### src/hdl/fcs_pkg.sv
/*
 * Shared constants and types for the flash command sequencer host.
 * Assumes a 100 MHz pclk and a 512K x 8 flash on an asynchronous parallel bus.
 */
package fcs_pkg;
	localparam int CLK_NS = 10;
	// Software register map, one word each
	localparam logic [7:0] OFF_CTRL = 8'h00;
	localparam logic [7:0] OFF_ADDR = 8'h04;
	localparam logic [7:0] OFF_DATA = 8'h08;
	localparam logic [7:0] OFF_STAT = 8'h0c;
	localparam int CTRL_QSEL_BIT = 8;
	localparam int ST_BUSY = 0;
	localparam int ST_DONE = 1;
	localparam int ST_FAIL = 2;
	localparam int ST_REFUSED = 3;
	localparam int ST_AUTOSEL = 4;
	localparam int ST_WIN = 5;
	localparam int ST_SUSP = 6;
	localparam int ST_ERASING = 7;
	localparam int ST_RDATA_LSB = 8;
	localparam logic [18:0] RST_ADDR = 19'h00000;
	localparam logic [7:0] RST_DATA = 8'h00;
	// Command bytes and unlock addresses
	localparam logic [7:0] CMD_UNLOCK1 = 8'haa;
	localparam logic [7:0] CMD_UNLOCK2 = 8'h55;
	localparam logic [7:0] CMD_RESET = 8'hf0;
	localparam logic [7:0] CMD_AUTOSEL = 8'h90;
	localparam logic [7:0] CMD_PROG = 8'ha0;
	localparam logic [7:0] CMD_ERASE_SETUP = 8'h80;
	localparam logic [7:0] CMD_CHIP = 8'h10;
	localparam logic [7:0] CMD_SECT = 8'h30;
	localparam logic [7:0] CMD_SUSP = 8'hb0;
	localparam logic [7:0] CMD_RESUME = 8'h30;
	localparam logic [18:0] ADDR_UNLOCK1 = 19'h05555;
	localparam logic [18:0] ADDR_UNLOCK2 = 19'h02aaa;
	localparam logic [18:0] ADDR_ANY = 19'h00000;
	localparam logic [3:0] QUERY_NIBBLE = 4'h2;
	// Status bit positions on the flash data bus
	localparam int POLL_STATUS_BIT = 7;
	localparam int TIME_LIMIT_FAIL_BIT = 5;
	// Pin timing, rounded up to whole cycles
	localparam int WE_PULSE_NS = 50;
	localparam int SETUP_NS = 20;
	localparam int READ_NS = 150;
	localparam int RECOV_NS = 20;
	localparam int WE_PULSE_CYC = (WE_PULSE_NS + CLK_NS - 1) / CLK_NS;
	localparam int SETUP_CYC = (SETUP_NS + CLK_NS - 1) / CLK_NS;
	localparam int READ_CYC = (READ_NS + CLK_NS - 1) / CLK_NS;
	localparam int RECOV_CYC = (RECOV_NS + CLK_NS - 1) / CLK_NS;
	// Sector erase window, a longest time so rounded down
	localparam int WIN_US = 80;
	localparam int WIN_CYC = WIN_US * 1000 / CLK_NS;

	typedef enum logic [3:0] {OP_READ, OP_RESET, OP_AUTOSEL, OP_QUERY, OP_PROG, OP_CHIP,
		OP_SECT, OP_SECT_ADD, OP_SUSP, OP_RESUME, OP_EPOLL} fcs_op_t;

	typedef struct packed {
		logic wr;
		logic [18:0] addr;
		logic [7:0] data;
	} fcs_bus_t;
endpackage : fcs_pkg

### src/hdl/fcs_win_timer.sv
/*
 * Sector erase window timer: open for CYC cycles after the last restart.
 * Assumes restart and stop are single-cycle pulses in the pclk domain.
 */
module fcs_win_timer #(
	parameter int CYC = fcs_pkg::WIN_CYC
) (
	input wire logic pclk,
	input wire logic presetn,
	input wire logic restart,
	input wire logic stop,
	output logic open
);
	localparam int W = $clog2(CYC + 1);
	logic [W-1:0] cnt_r;
	logic [W-1:0] cnt_nxt;

	// Restart reloads the full window; stop closes it at once
	always_comb begin
		cnt_nxt = cnt_r;
		if (stop)
			cnt_nxt = '0;
		else if (restart)
			cnt_nxt = W'(CYC);
		else if (cnt_r != '0)
			cnt_nxt = cnt_r - 1'b1;
	end

	always_ff @(posedge pclk or negedge presetn) begin
		if (!presetn)
			cnt_r <= '0;
		else
			cnt_r <= cnt_nxt;
	end

	assign open = (cnt_r != '0);
endmodule : fcs_win_timer

### src/hdl/fcs_bus_cycle.sv
/*
 * One asynchronous flash bus cycle, write or read, driven from pclk.
 * Assumes the flash data bus is resolved outside from flash_dq_o and flash_dq_oe.
 */
module fcs_bus_cycle (
	input wire logic pclk,
	input wire logic presetn,
	input wire logic req_valid,
	input fcs_pkg::fcs_bus_t req,
	output logic req_ready,
	output logic rsp_valid,
	output logic [7:0] rsp_data,
	output logic [18:0] flash_addr,
	output logic [7:0] flash_dq_o,
	output logic flash_dq_oe,
	input wire logic [7:0] flash_dq_i,
	output logic flash_cs_n,
	output logic flash_oe_n,
	output logic flash_we_n
);
	typedef enum logic [1:0] {B_IDLE, B_SETUP, B_STROBE, B_RECOV} fcs_bstate_t;
	fcs_bstate_t st_r, st_nxt;
	logic [4:0] cnt_r, cnt_nxt;
	logic wr_r, wr_nxt;
	logic [18:0] addr_r, addr_nxt;
	logic [7:0] dq_r, dq_nxt, rd_r, rd_nxt;
	logic cs_n_r, cs_n_nxt, oe_n_r, oe_n_nxt, we_n_r, we_n_nxt, rv_r, rv_nxt;

	// Strobe lies inside chip select so address and data hold on both edges
	always_comb begin
		st_nxt = st_r;
		cnt_nxt = cnt_r;
		wr_nxt = wr_r;
		addr_nxt = addr_r;
		dq_nxt = dq_r;
		rd_nxt = rd_r;
		cs_n_nxt = cs_n_r;
		oe_n_nxt = oe_n_r;
		we_n_nxt = we_n_r;
		rv_nxt = 1'b0;
		unique case (st_r)
			B_IDLE: if (req_valid) begin
				st_nxt = B_SETUP;
				wr_nxt = req.wr;
				addr_nxt = req.addr;
				dq_nxt = req.data;
				cs_n_nxt = 1'b0;
				cnt_nxt = 5'(fcs_pkg::SETUP_CYC - 1);
			end
			B_SETUP: if (cnt_r != '0) begin
				cnt_nxt = cnt_r - 1'b1;
			end else begin
				st_nxt = B_STROBE;
				we_n_nxt = !wr_r;
				oe_n_nxt = wr_r;
				cnt_nxt = wr_r ? 5'(fcs_pkg::WE_PULSE_CYC - 1) : 5'(fcs_pkg::READ_CYC - 1);
			end
			B_STROBE: if (cnt_r != '0) begin
				cnt_nxt = cnt_r - 1'b1;
			end else begin
				st_nxt = B_RECOV;
				we_n_nxt = 1'b1; // Rising strobe latches data, starts the operation
				oe_n_nxt = 1'b1;
				rd_nxt = flash_dq_i;
				rv_nxt = !wr_r;
				cnt_nxt = 5'(fcs_pkg::RECOV_CYC - 1);
			end
			B_RECOV: begin
				cs_n_nxt = 1'b1;
				if (cnt_r != '0)
					cnt_nxt = cnt_r - 1'b1;
				else
					st_nxt = B_IDLE;
			end
		endcase
	end

	always_ff @(posedge pclk or negedge presetn) begin
		if (!presetn) begin
			st_r <= B_IDLE;
			cnt_r <= '0;
			wr_r <= 1'b0;
			addr_r <= fcs_pkg::RST_ADDR;
			dq_r <= fcs_pkg::RST_DATA;
			rd_r <= fcs_pkg::RST_DATA;
			cs_n_r <= 1'b1;
			oe_n_r <= 1'b1;
			we_n_r <= 1'b1;
			rv_r <= 1'b0;
		end else begin
			st_r <= st_nxt;
			cnt_r <= cnt_nxt;
			wr_r <= wr_nxt;
			addr_r <= addr_nxt;
			dq_r <= dq_nxt;
			rd_r <= rd_nxt;
			cs_n_r <= cs_n_nxt;
			oe_n_r <= oe_n_nxt;
			we_n_r <= we_n_nxt;
			rv_r <= rv_nxt;
		end
	end

	assign req_ready = (st_r == B_IDLE);
	assign rsp_valid = rv_r;
	assign rsp_data = rd_r;
	assign flash_addr = addr_r;
	assign flash_dq_o = dq_r;
	assign flash_dq_oe = wr_r && !cs_n_r; // Drive only while writing
	assign flash_cs_n = cs_n_r;
	assign flash_oe_n = oe_n_r;
	assign flash_we_n = we_n_r;
endmodule : fcs_bus_cycle

### src/hdl/fcs_ctrl.sv
/*
 * Flash command sequencer host: APB register slave plus command and polling engine.
 * Assumes one flash on the parallel pins, synchronous inputs, and software via APB.
 */
// Added by the designer: the APB interface to the registers and the register offsets.
// Functional notes
// - Autoselect stays until read/reset command; host tracks and keeps it so.
// - Byte program is four writes: two unlocks, set-up, address with data.
// - Program done when polled bit equals written bit at program address.
// - Sector erase is six writes, last is 30H inside the target sector.
// - Further sector erase commands only inside the 80us restartable window.
// - Reset during erase leaves sectors undefined; software reissues the erase.
// - Sector erase done when poll bit reads 1 at an erasing-sector address.
// - Suspend-program only to non-suspended sectors; poll at program address. Host refuses only the six-write erase's sector, not added sectors.
module fcs_ctrl #(
	parameter int WIN_CYC = fcs_pkg::WIN_CYC
) (
	input wire logic pclk,
	input wire logic presetn,
	input wire logic psel,
	input wire logic penable,
	input wire logic pwrite,
	input wire logic [7:0] paddr,
	input wire logic [31:0] pwdata,
	output logic [31:0] prdata,
	output logic pready,
	output logic pslverr,
	output logic [18:0] flash_addr,
	output logic [7:0] flash_dq_o,
	output logic flash_dq_oe,
	input wire logic [7:0] flash_dq_i,
	output logic flash_cs_n,
	output logic flash_oe_n,
	output logic flash_we_n
);
	typedef enum logic [1:0] {S_IDLE, S_CMD, S_READ, S_POLL} fcs_state_t;
	fcs_state_t st_r, st_nxt;
	fcs_pkg::fcs_op_t op_r, op_nxt, op_sel;
	logic [2:0] step_r, step_nxt, last_step;
	logic [18:0] addr_r, addr_nxt, poll_addr_r, poll_addr_nxt;
	logic [7:0] data_r, data_nxt, rdata_r, rdata_nxt;
	logic qsel_r, qsel_nxt, exp_r, exp_nxt, retry_r, retry_nxt;
	logic done_r, done_nxt, fail_r, fail_nxt, refused_r, refused_nxt;
	logic autosel_r, autosel_nxt, susp_r, susp_nxt, erasing_r, erasing_nxt;
	logic [2:0] erase_sec_r, erase_sec_nxt;
	logic [31:0] prdata_r, prdata_nxt;
	logic wr_acc, start, legal, req_valid, req_ready, rsp_valid, issue;
	logic win_open, win_restart, win_stop;
	logic [7:0] rsp_data;
	fcs_pkg::fcs_bus_t req;

	// Writes after a multi-write prefix; single-write commands have one step
	function automatic logic [2:0] cmd_last(input fcs_pkg::fcs_op_t op);
		unique case (op)
			fcs_pkg::OP_AUTOSEL: return 3'd2;
			fcs_pkg::OP_PROG: return 3'd3;
			fcs_pkg::OP_CHIP, fcs_pkg::OP_SECT: return 3'd5;
			default: return 3'd0;
		endcase
	endfunction

	// Address and data of each write of a command sequence
	function automatic fcs_pkg::fcs_bus_t cmd_step(input fcs_pkg::fcs_op_t op, input logic [2:0] s,
		input logic [18:0] a, input logic [7:0] d);
		fcs_pkg::fcs_bus_t b;
		b.wr = 1'b1;
		b.addr = fcs_pkg::ADDR_UNLOCK1;
		b.data = fcs_pkg::CMD_UNLOCK1;
		if (op == fcs_pkg::OP_RESET) begin
			b.addr = fcs_pkg::ADDR_ANY;
			b.data = fcs_pkg::CMD_RESET;
		end else if (op == fcs_pkg::OP_SECT_ADD) begin
			b.addr = a;
			b.data = fcs_pkg::CMD_SECT;
		end else if (op == fcs_pkg::OP_SUSP) begin
			b.addr = fcs_pkg::ADDR_ANY;
			b.data = fcs_pkg::CMD_SUSP;
		end else if (op == fcs_pkg::OP_RESUME) begin
			b.addr = fcs_pkg::ADDR_ANY;
			b.data = fcs_pkg::CMD_RESUME;
		end else if (s == 3'd1 || s == 3'd4) begin
			b.addr = fcs_pkg::ADDR_UNLOCK2;
			b.data = fcs_pkg::CMD_UNLOCK2;
		end else if (s == 3'd2) begin
			b.data = (op == fcs_pkg::OP_AUTOSEL) ? fcs_pkg::CMD_AUTOSEL :
				(op == fcs_pkg::OP_PROG) ? fcs_pkg::CMD_PROG : fcs_pkg::CMD_ERASE_SETUP;
		end else if (s == 3'd3 && op == fcs_pkg::OP_PROG) begin
			b.addr = a;
			b.data = d;
		end else if (s == 3'd5) begin
			b.addr = (op == fcs_pkg::OP_SECT) ? a : fcs_pkg::ADDR_UNLOCK1;
			b.data = (op == fcs_pkg::OP_SECT) ? fcs_pkg::CMD_SECT : fcs_pkg::CMD_CHIP;
		end
		return b;
	endfunction

	assign wr_acc = psel && penable && pwrite;
	assign start = wr_acc && paddr == fcs_pkg::OFF_CTRL;
	assign op_sel = fcs_pkg::fcs_op_t'(pwdata[3:0]);
	assign pready = 1'b1; // Zero wait states
	assign pslverr = psel && penable && !(paddr inside {fcs_pkg::OFF_CTRL, fcs_pkg::OFF_ADDR,
		fcs_pkg::OFF_DATA, fcs_pkg::OFF_STAT});
	assign prdata = prdata_r;

	// Which orders the flash can take now; anything else is refused, not sent
	always_comb begin
		legal = (st_r == S_IDLE) && op_sel <= fcs_pkg::OP_EPOLL;
		if (autosel_r && !(op_sel inside {fcs_pkg::OP_RESET, fcs_pkg::OP_QUERY, fcs_pkg::OP_READ}))
			legal = 1'b0;
		if (susp_r && !(op_sel inside {fcs_pkg::OP_RESUME, fcs_pkg::OP_PROG, fcs_pkg::OP_READ,
			fcs_pkg::OP_EPOLL, fcs_pkg::OP_RESET}))
			legal = 1'b0;
		if (susp_r && op_sel == fcs_pkg::OP_PROG && addr_r[18:16] == erase_sec_r)
			legal = 1'b0;
		if (erasing_r && !susp_r && !(op_sel inside {fcs_pkg::OP_SECT_ADD, fcs_pkg::OP_SUSP,
			fcs_pkg::OP_READ, fcs_pkg::OP_EPOLL, fcs_pkg::OP_RESET}))
			legal = 1'b0;
		if (op_sel == fcs_pkg::OP_SECT_ADD && !win_open)
			legal = 1'b0;
		if ((op_sel == fcs_pkg::OP_SUSP && (!erasing_r || susp_r)) || (op_sel == fcs_pkg::OP_RESUME && !susp_r))
			legal = 1'b0;
	end

	// Engine: issue command writes, reads and polls, then update flash mode tracking
	always_comb begin
		st_nxt = st_r;
		op_nxt = op_r;
		step_nxt = step_r;
		addr_nxt = addr_r;
		data_nxt = data_r;
		qsel_nxt = qsel_r;
		poll_addr_nxt = poll_addr_r;
		exp_nxt = exp_r;
		retry_nxt = retry_r;
		rdata_nxt = rdata_r;
		done_nxt = done_r;
		fail_nxt = fail_r;
		refused_nxt = refused_r;
		autosel_nxt = autosel_r;
		susp_nxt = susp_r;
		erasing_nxt = erasing_r;
		erase_sec_nxt = erase_sec_r;
		win_restart = 1'b0;
		win_stop = 1'b0;
		req_valid = 1'b0;
		req = cmd_step(op_r, step_r, addr_r, data_r);
		if (wr_acc && paddr == fcs_pkg::OFF_ADDR && st_r == S_IDLE)
			addr_nxt = pwdata[18:0];
		if (wr_acc && paddr == fcs_pkg::OFF_DATA && st_r == S_IDLE)
			data_nxt = pwdata[7:0];
		if (start) begin
			refused_nxt = !legal;
			if (legal) begin
				op_nxt = op_sel;
				qsel_nxt = pwdata[fcs_pkg::CTRL_QSEL_BIT];
				step_nxt = '0;
				done_nxt = 1'b0;
				fail_nxt = 1'b0;
				retry_nxt = 1'b0;
				st_nxt = (op_sel == fcs_pkg::OP_READ || op_sel == fcs_pkg::OP_QUERY) ? S_READ :
					(op_sel == fcs_pkg::OP_EPOLL) ? S_POLL : S_CMD;
				poll_addr_nxt = addr_r;
				exp_nxt = (op_sel == fcs_pkg::OP_PROG) ? data_r[fcs_pkg::POLL_STATUS_BIT] : 1'b1;
				if (op_sel == fcs_pkg::OP_SUSP)
					poll_addr_nxt = {erase_sec_r, 16'h0000};
			end
		end
		unique case (st_r)
			S_IDLE: ;
			S_CMD: begin
				req_valid = 1'b1;
				if (issue && (op_r == fcs_pkg::OP_SECT_ADD || (op_r == fcs_pkg::OP_SECT && step_r == 3'd5)))
					win_restart = 1'b1;
				if (issue && op_r == fcs_pkg::OP_SUSP)
					win_stop = 1'b1;
				if (issue) begin
					step_nxt = step_r + 1'b1;
					if (step_r == cmd_last(op_r)) begin
						st_nxt = (op_r inside {fcs_pkg::OP_PROG, fcs_pkg::OP_CHIP, fcs_pkg::OP_SUSP}) ? S_POLL : S_IDLE;
						done_nxt = !(op_r inside {fcs_pkg::OP_PROG, fcs_pkg::OP_CHIP, fcs_pkg::OP_SUSP});
						unique case (op_r)
							fcs_pkg::OP_AUTOSEL: autosel_nxt = 1'b1;
							fcs_pkg::OP_RESET: begin
								autosel_nxt = 1'b0;
								susp_nxt = 1'b0;
								erasing_nxt = 1'b0;
							end
							fcs_pkg::OP_SECT: begin
								erasing_nxt = 1'b1;
								erase_sec_nxt = addr_r[18:16];
							end
							fcs_pkg::OP_RESUME: susp_nxt = 1'b0;
							default: ;
						endcase
					end
				end
			end
			S_READ: begin
				req_valid = 1'b1;
				req.wr = 1'b0;
				req.data = fcs_pkg::RST_DATA;
				req.addr = (op_r == fcs_pkg::OP_QUERY) ?
					{addr_r[18:16], 9'h000, qsel_r, 2'b00, fcs_pkg::QUERY_NIBBLE} : addr_r;
				if (rsp_valid) begin
					rdata_nxt = rsp_data;
					done_nxt = 1'b1;
					st_nxt = S_IDLE;
				end
			end
			S_POLL: begin
				req_valid = !retry_r || !rsp_valid;
				req.wr = 1'b0;
				req.data = fcs_pkg::RST_DATA;
				req.addr = poll_addr_r;
				if (rsp_valid) begin
					rdata_nxt = rsp_data;
					if (rsp_data[fcs_pkg::POLL_STATUS_BIT] == exp_r) begin
						st_nxt = S_IDLE;
						done_nxt = 1'b1;
						if (op_r == fcs_pkg::OP_SUSP)
							susp_nxt = 1'b1;
						else if (op_r == fcs_pkg::OP_EPOLL)
							erasing_nxt = 1'b0;
					end else if (retry_r) begin
						st_nxt = S_IDLE;
						done_nxt = 1'b1;
						fail_nxt = 1'b1;
					end else if (rsp_data[fcs_pkg::TIME_LIMIT_FAIL_BIT]) begin
						retry_nxt = 1'b1; // Poll bit may lag the fail bit, read once more
					end
				end
			end
		endcase
		prdata_nxt = '0;
		if (psel && !penable)
			unique case (paddr)
				fcs_pkg::OFF_CTRL: prdata_nxt = {23'h0, qsel_r, 4'h0, op_r};
				fcs_pkg::OFF_ADDR: prdata_nxt = {13'h0, addr_r};
				fcs_pkg::OFF_DATA: prdata_nxt = {24'h0, data_r};
				fcs_pkg::OFF_STAT: prdata_nxt = {16'h0, rdata_r, erasing_r, susp_r, win_open, autosel_r,
					refused_r, fail_r, done_r, st_r != S_IDLE};
				default: prdata_nxt = '0;
			endcase
	end

	assign issue = req_valid && req_ready;

	// Reset drops all tracking; an erase cut short must be issued again by software
	always_ff @(posedge pclk or negedge presetn) begin
		if (!presetn) begin
			st_r <= S_IDLE;
			op_r <= fcs_pkg::OP_READ;
			step_r <= '0;
			addr_r <= fcs_pkg::RST_ADDR;
			data_r <= fcs_pkg::RST_DATA;
			qsel_r <= 1'b0;
			poll_addr_r <= fcs_pkg::RST_ADDR;
			exp_r <= 1'b0;
			retry_r <= 1'b0;
			rdata_r <= fcs_pkg::RST_DATA;
			done_r <= 1'b0;
			fail_r <= 1'b0;
			refused_r <= 1'b0;
			autosel_r <= 1'b0;
			susp_r <= 1'b0;
			erasing_r <= 1'b0;
			erase_sec_r <= '0;
			prdata_r <= '0;
		end else begin
			st_r <= st_nxt;
			op_r <= op_nxt;
			step_r <= step_nxt;
			addr_r <= addr_nxt;
			data_r <= data_nxt;
			qsel_r <= qsel_nxt;
			poll_addr_r <= poll_addr_nxt;
			exp_r <= exp_nxt;
			retry_r <= retry_nxt;
			rdata_r <= rdata_nxt;
			done_r <= done_nxt;
			fail_r <= fail_nxt;
			refused_r <= refused_nxt;
			autosel_r <= autosel_nxt;
			susp_r <= susp_nxt;
			erasing_r <= erasing_nxt;
			erase_sec_r <= erase_sec_nxt;
			prdata_r <= prdata_nxt;
		end
	end

	// Window timer counts from the last sector erase command write
	fcs_win_timer #(.CYC(WIN_CYC)) u_win (
		.pclk(pclk),
		.presetn(presetn),
		.restart(win_restart),
		.stop(win_stop),
		.open(win_open)
	);

	// Pin sequencer for one write or read at a time
	fcs_bus_cycle u_bus (
		.pclk(pclk),
		.presetn(presetn),
		.req_valid(req_valid),
		.req(req),
		.req_ready(req_ready),
		.rsp_valid(rsp_valid),
		.rsp_data(rsp_data),
		.flash_addr(flash_addr),
		.flash_dq_o(flash_dq_o),
		.flash_dq_oe(flash_dq_oe),
		.flash_dq_i(flash_dq_i),
		.flash_cs_n(flash_cs_n),
		.flash_oe_n(flash_oe_n),
		.flash_we_n(flash_we_n)
	);

	assign last_step = cmd_last(op_r);
endmodule : fcs_ctrl

### config.mk
export PLATFORM = sky130hd
export DESIGN_NAME = fcs_ctrl
export DESIGN_NICKNAME = d
export VERILOG_FILES = /design/src/hdl/fcs_pkg.sv /design/src/hdl/fcs_win_timer.sv /design/src/hdl/fcs_bus_cycle.sv /design/src/hdl/fcs_ctrl.sv
export SDC_FILE = /design/constraint.sdc
export NUM_CORES = 1
export LEC_CHECK = 0
export ABC_AREA = 1
export BUFFER_PORTS_ARGS = -buffer_cell sky130_fd_sc_hd__buf_2
export CORE_ASPECT_RATIO = 1.25
export CORE_MARGIN = 2
export CORE_UTILIZATION = 38
export DETAILED_ROUTE_END_ITERATION = 7
export GPL_TIMING_DRIVEN = 0
export PLACE_DENSITY = 0.68
export SYNTH_ARGS = -nofsm -noshare
export SYNTH_HDL_FRONTEND = slang
export SYNTH_SLANG_ARGS = --single-unit
export TNS_END_PERCENT = 10
### constraint.sdc
create_clock -name pclk -period 1.6 [get_ports pclk]
set_input_delay 0.32 -clock pclk [delete_from_list [all_inputs] [get_ports pclk]]
set_output_delay 0.32 -clock pclk [all_outputs]
set_load 0.01 [all_outputs]
==> impl_metrics.yaml <==
outcome:
  status: "finished, violations left"
  violations: "negative setup slack"
clock_tree:
  cts_max_level: 4
  cts_buffers: 17
  tritoncts: "yes"
  clock_latency_ps: 430
  clk_pin_slew_ps: 70
  cts-root-buf: "clkbuf_16"
  clockBufferDepth: 2
  clock_sinks: 154
job:
  maxCapViolCount: 0
sta:
  hold_viol_final: 0
  rsz0062_at_grt: "yes"
  clock_skew_ps: 9.60
  relSlewSlack_pct: 51.7
  period_share_pct: 118
  finalMaxSlewViolations: 0
  setup_viol: 87
  clock.fmax_mhz: 532
  finalWorstSetupSlack_ps: -281
  tightest_slew_ps: 722
  period_minus_slack_ps: 1880
critical_path:
  cp-start-kind: "flop"
  cp.arrival_ps: 2230
  critPathCaptureType: "flop"
  cp_top_family: "compound AO/OA/AOI/OAI gates"
  critPathRequiredTime_ps: 1950
  cp_cell_sequence: "ha_2, ha_4, nand3_4, o21ai_2, nand2_1, nand2_2, clkinvlp_4, o21ai_4, nand2_2, a2bb2oi_2"
  crit_fanout: 5
  max_stage_delay_ps: 440
  rrSetupSlack_ps: -280
  cp-endpoint: "u_bus.flash_addr[17]"
  path_common_cell: "nand2_2"
  worstReg2RegEnd: "u_bus.flash_addr[17]"
  worstReg2RegStart: "step_r[0]"
  startpoint: "step_r[0]"
  cp_slowest_cell: "dfrtp_1"
  path_class: "flop to flop"
  worstRegToRegCells: 10
  crit_buf_inv: 1
  worst-path-stages: 10
detailed_routing:
  drcViolationCount: 0
  vias_per_cell: 5.19
  wl_per_cell_um: 16.9
  drtAntennaViolNets: 0
  dr.pass1.iters: 7
  wl_mm: 23.6
  vias: 7247
  first_iter_violations: 523
synthesis:
  synth_seq_cells: 154
  synth.top_cell.area_share_pct: 47.4
  ys_warn_count: 0
  avgSynthCellArea_um2: 8.30
  seq_area_frac_synth_pct: 48.4
  synthFlopType: "dfrtp_1"
  syn_inst: 960
  synthArstFlopShare_pct: 100
  synth_edf_count: 0
  syn_area_um2: 7970
  synth_cell_type_count: 51
  synth.area.top_cells: "dfrtp_1 47%, nand2_1 11%, inv_1 5.7%"
  synth_top_area_cell: "dfrtp_1"
layout:
  area_growth_pct: 28.0
  drive_above_1_share_pct: 29.0
  layout.cells.non_filler: 1395
  fin_nets: 1178
  final_util_pct: 49.3
  diodes: 0
  nFillCells: 1945
power_and_ir_drop:
  internal_power_mw: 7.31
  p_sw_mw: 3.02
  vdd_drop_max_uv: 675
  combPwrFrac_pct: 17.2
  p_clk_share_pct: 41.2
  swShare_pct: 29.2
  p_leak_nw: 5.13
  p_seq_share_pct: 41.6
  power.density_nw_per_um2: 1010
place:
  place_congestion: 0.981
  dp_cells: 1336
  post-place-ws_ps: -545
  numPortBuffers: 89
  dp_hpwl_mm: 17.1
floorplanning:
  die_y_um: 166
  io_pins: 118
  dieArea_um2: 22100
  core_area_um2: 20700
  dieWidth_um: 134
  start_util_pct: 38.5
  row_count: 59
global_route:
  antenna_found_initial: 0
  grt_max_degree: 79
  grt_pass1_vias: 7009
  grt-ovfl-total: 0
  grt_pass1_wl_mm: 36.3
  grt_use_total_pct: 20.9
worst_hold_path:
  hold_path_class: "input port to flop"
-- synthesized netlist by cell type (3+ instances only) --
master,count
nand2_1,233
dfrtp_1,151
inv_1,120
nor2_1,81
o21ai_0,64
a21oi_1,57
nand3_1,25
a221oi_1,17
ha_1,17
o31ai_1,17
a2bb2oi_1,15
buf_4,14
clkbuf_1,14
inv_2,11
mux2_2,8
nand4_1,8
nor3_1,8
o22ai_1,8
buf_2,7
nor2_2,6
xor2_1,6
a211oi_1,5
a21oi_2,5
a31oi_1,5
xnor2_1,5
buf_6,4
nor2_4,4
o211ai_1,4
dfstp_2,3
nand3_2,3
nor3_2,3
o21a_1,3
o21ai_1,3
o221ai_1,3
-- layer usage --
layer  GRT usage (%)  routed length, um  vias to the layer above
met5               0                  0                        -
met4            11.5               1330                        0
met3            3.66               1300                       86
met2            37.1              12000                      287
met1            23.8               8880                     3412
li1                -                  -                     3462
-- worst min path at each step --
| stage | from | endpoint | depth (start not counted) |
|---|---|---|---|
| floorplan | presetn | addr_r[0] | 0 |
| global placement | u_bus.rsp_data[2] | u_bus.rsp_data[2] | 2 |
| detailed placement | presetn | u_bus.flash_addr[18] | 1 |
| CTS | flash_dq_i[4] | u_bus.rsp_data[4] | 3 |
| global route | flash_dq_i[4] | u_bus.rsp_data[4] | 3 |
| finish | flash_dq_i[2] | u_bus.rsp_data[2] | 3 |
-- placed cells by master, fill, tap and decap left out, types with 4 or more instances in the layout --
cell type    n
a221oi_1    17
ha_2         6
inv_2       27
ha_1         7
nand2_1    213
a21oi_2      7
buf_2       93
inv_1       98
nor3_1       8
nor2_1      59
o31ai_1     17
buf_4       38
o211ai_1     4
o21ai_2      8
xnor2_1      5
nand4_1      8
a31oi_1      5
o21ai_1     15
dfrtp_1    146
mux2_2       8
nor2_4      20
nor2_2      12
ha_4         4
conb_1      14
a21oi_1     54
nand3_1     24
a2bb2oi_1   13
clkbuf_1     7
dfrtp_2      5
clkbuf_16   17
o22ai_1      8
buf_6        8
inv_4        5
o21ai_0     44
nand2_2     18
buf_8        4
xor2_1       6
a211oi_2     4
-- power by group through the flow --
| stage | Combinational, mW | Sequential [mW] | Clock, mW |
|---|---|---|---|
| floorplan | 1.10 | 4.33 | 0 |
| global placement | 1.50 | 4.36 | 0 |
| detailed placement | 1.54 | 4.37 | 0 |
| CTS | 1.70 | 4.30 | 4.29 |
| global route | 2.00 | 4.33 | 4.46 |
| finish | 1.77 | 4.30 | 4.26 |
-- tightest hold or removal path, cell delays in order --
cell,delay (ps)
buf_2,70
nand2_1,40
nand2_1,50
-- through the flow --
stage          TNS [ps]  hold WS [ps]  total power [mW]  cell area (um2)
2_1_floorplan     -3310          24.4              5.43             8060
3_3_place_gp    -373170           455              5.86             8850
3_5_place_dp     -55260           395              5.91             8880
4_1_cts          -14340          84.5              10.3             9890
5_1_grt          -22260          81.2              10.8            10200
6_report         -14410          87.0              10.3            10200
-- logic make-up (layout without fill, tap and decap cells) --
family | count (synthesis) | count (layout) | synth area share (%)
AOI/OAI and AO/OA | 216 | 216 | 17.1
xor gates and xnor gates | 11 | 11 | 1.21
adders and majority gates | 17 | 17 | 2.67
buffers and inverters | 170 | 319 | 9.16
DFF | 154 | 154 | 48.4
muxes | 9 | 9 | 1.26
other | 2 | 14 | 0.0943
and+or+nand+nor | 381 | 381 | 20.1
-- flip-flops by register name, indices dropped and copies added (netlist names), 5 cells and up --
register          flops
u_bus.cnt_r           5
rdata_r               8
u_win.cnt_r          13
poll_addr_r          19
data_r                8
u_bus.flash_dq_o      8
u_bus.flash_addr     19
addr_r               19
u_bus.rsp_data        8
prdata               19
-- final cells by class --
type                    instances  area (um2)  share of cell area [%]
flip-flops and latches        154        3860                    37.9
multi-input cells             648        3830                    37.5
repair buffers                118         723                    7.09
inverters                     131         508                    4.98
clock buffers                  19         433                    4.25
well taps                     274         343                    3.36
plain buffers                  38         317                    3.10
clock inverters                13         183                    1.79
-- timing repair --
action	4_1_cts	5_1_grt
buffers inserted	15	12
setup endpoints to repair	136	133
endpoints found under the hold margin	76	0
pin swaps	18	24
hold buffers	1	0
gates resized for setup	98	82
Note: power is estimated with default switching activity, not from simulation.
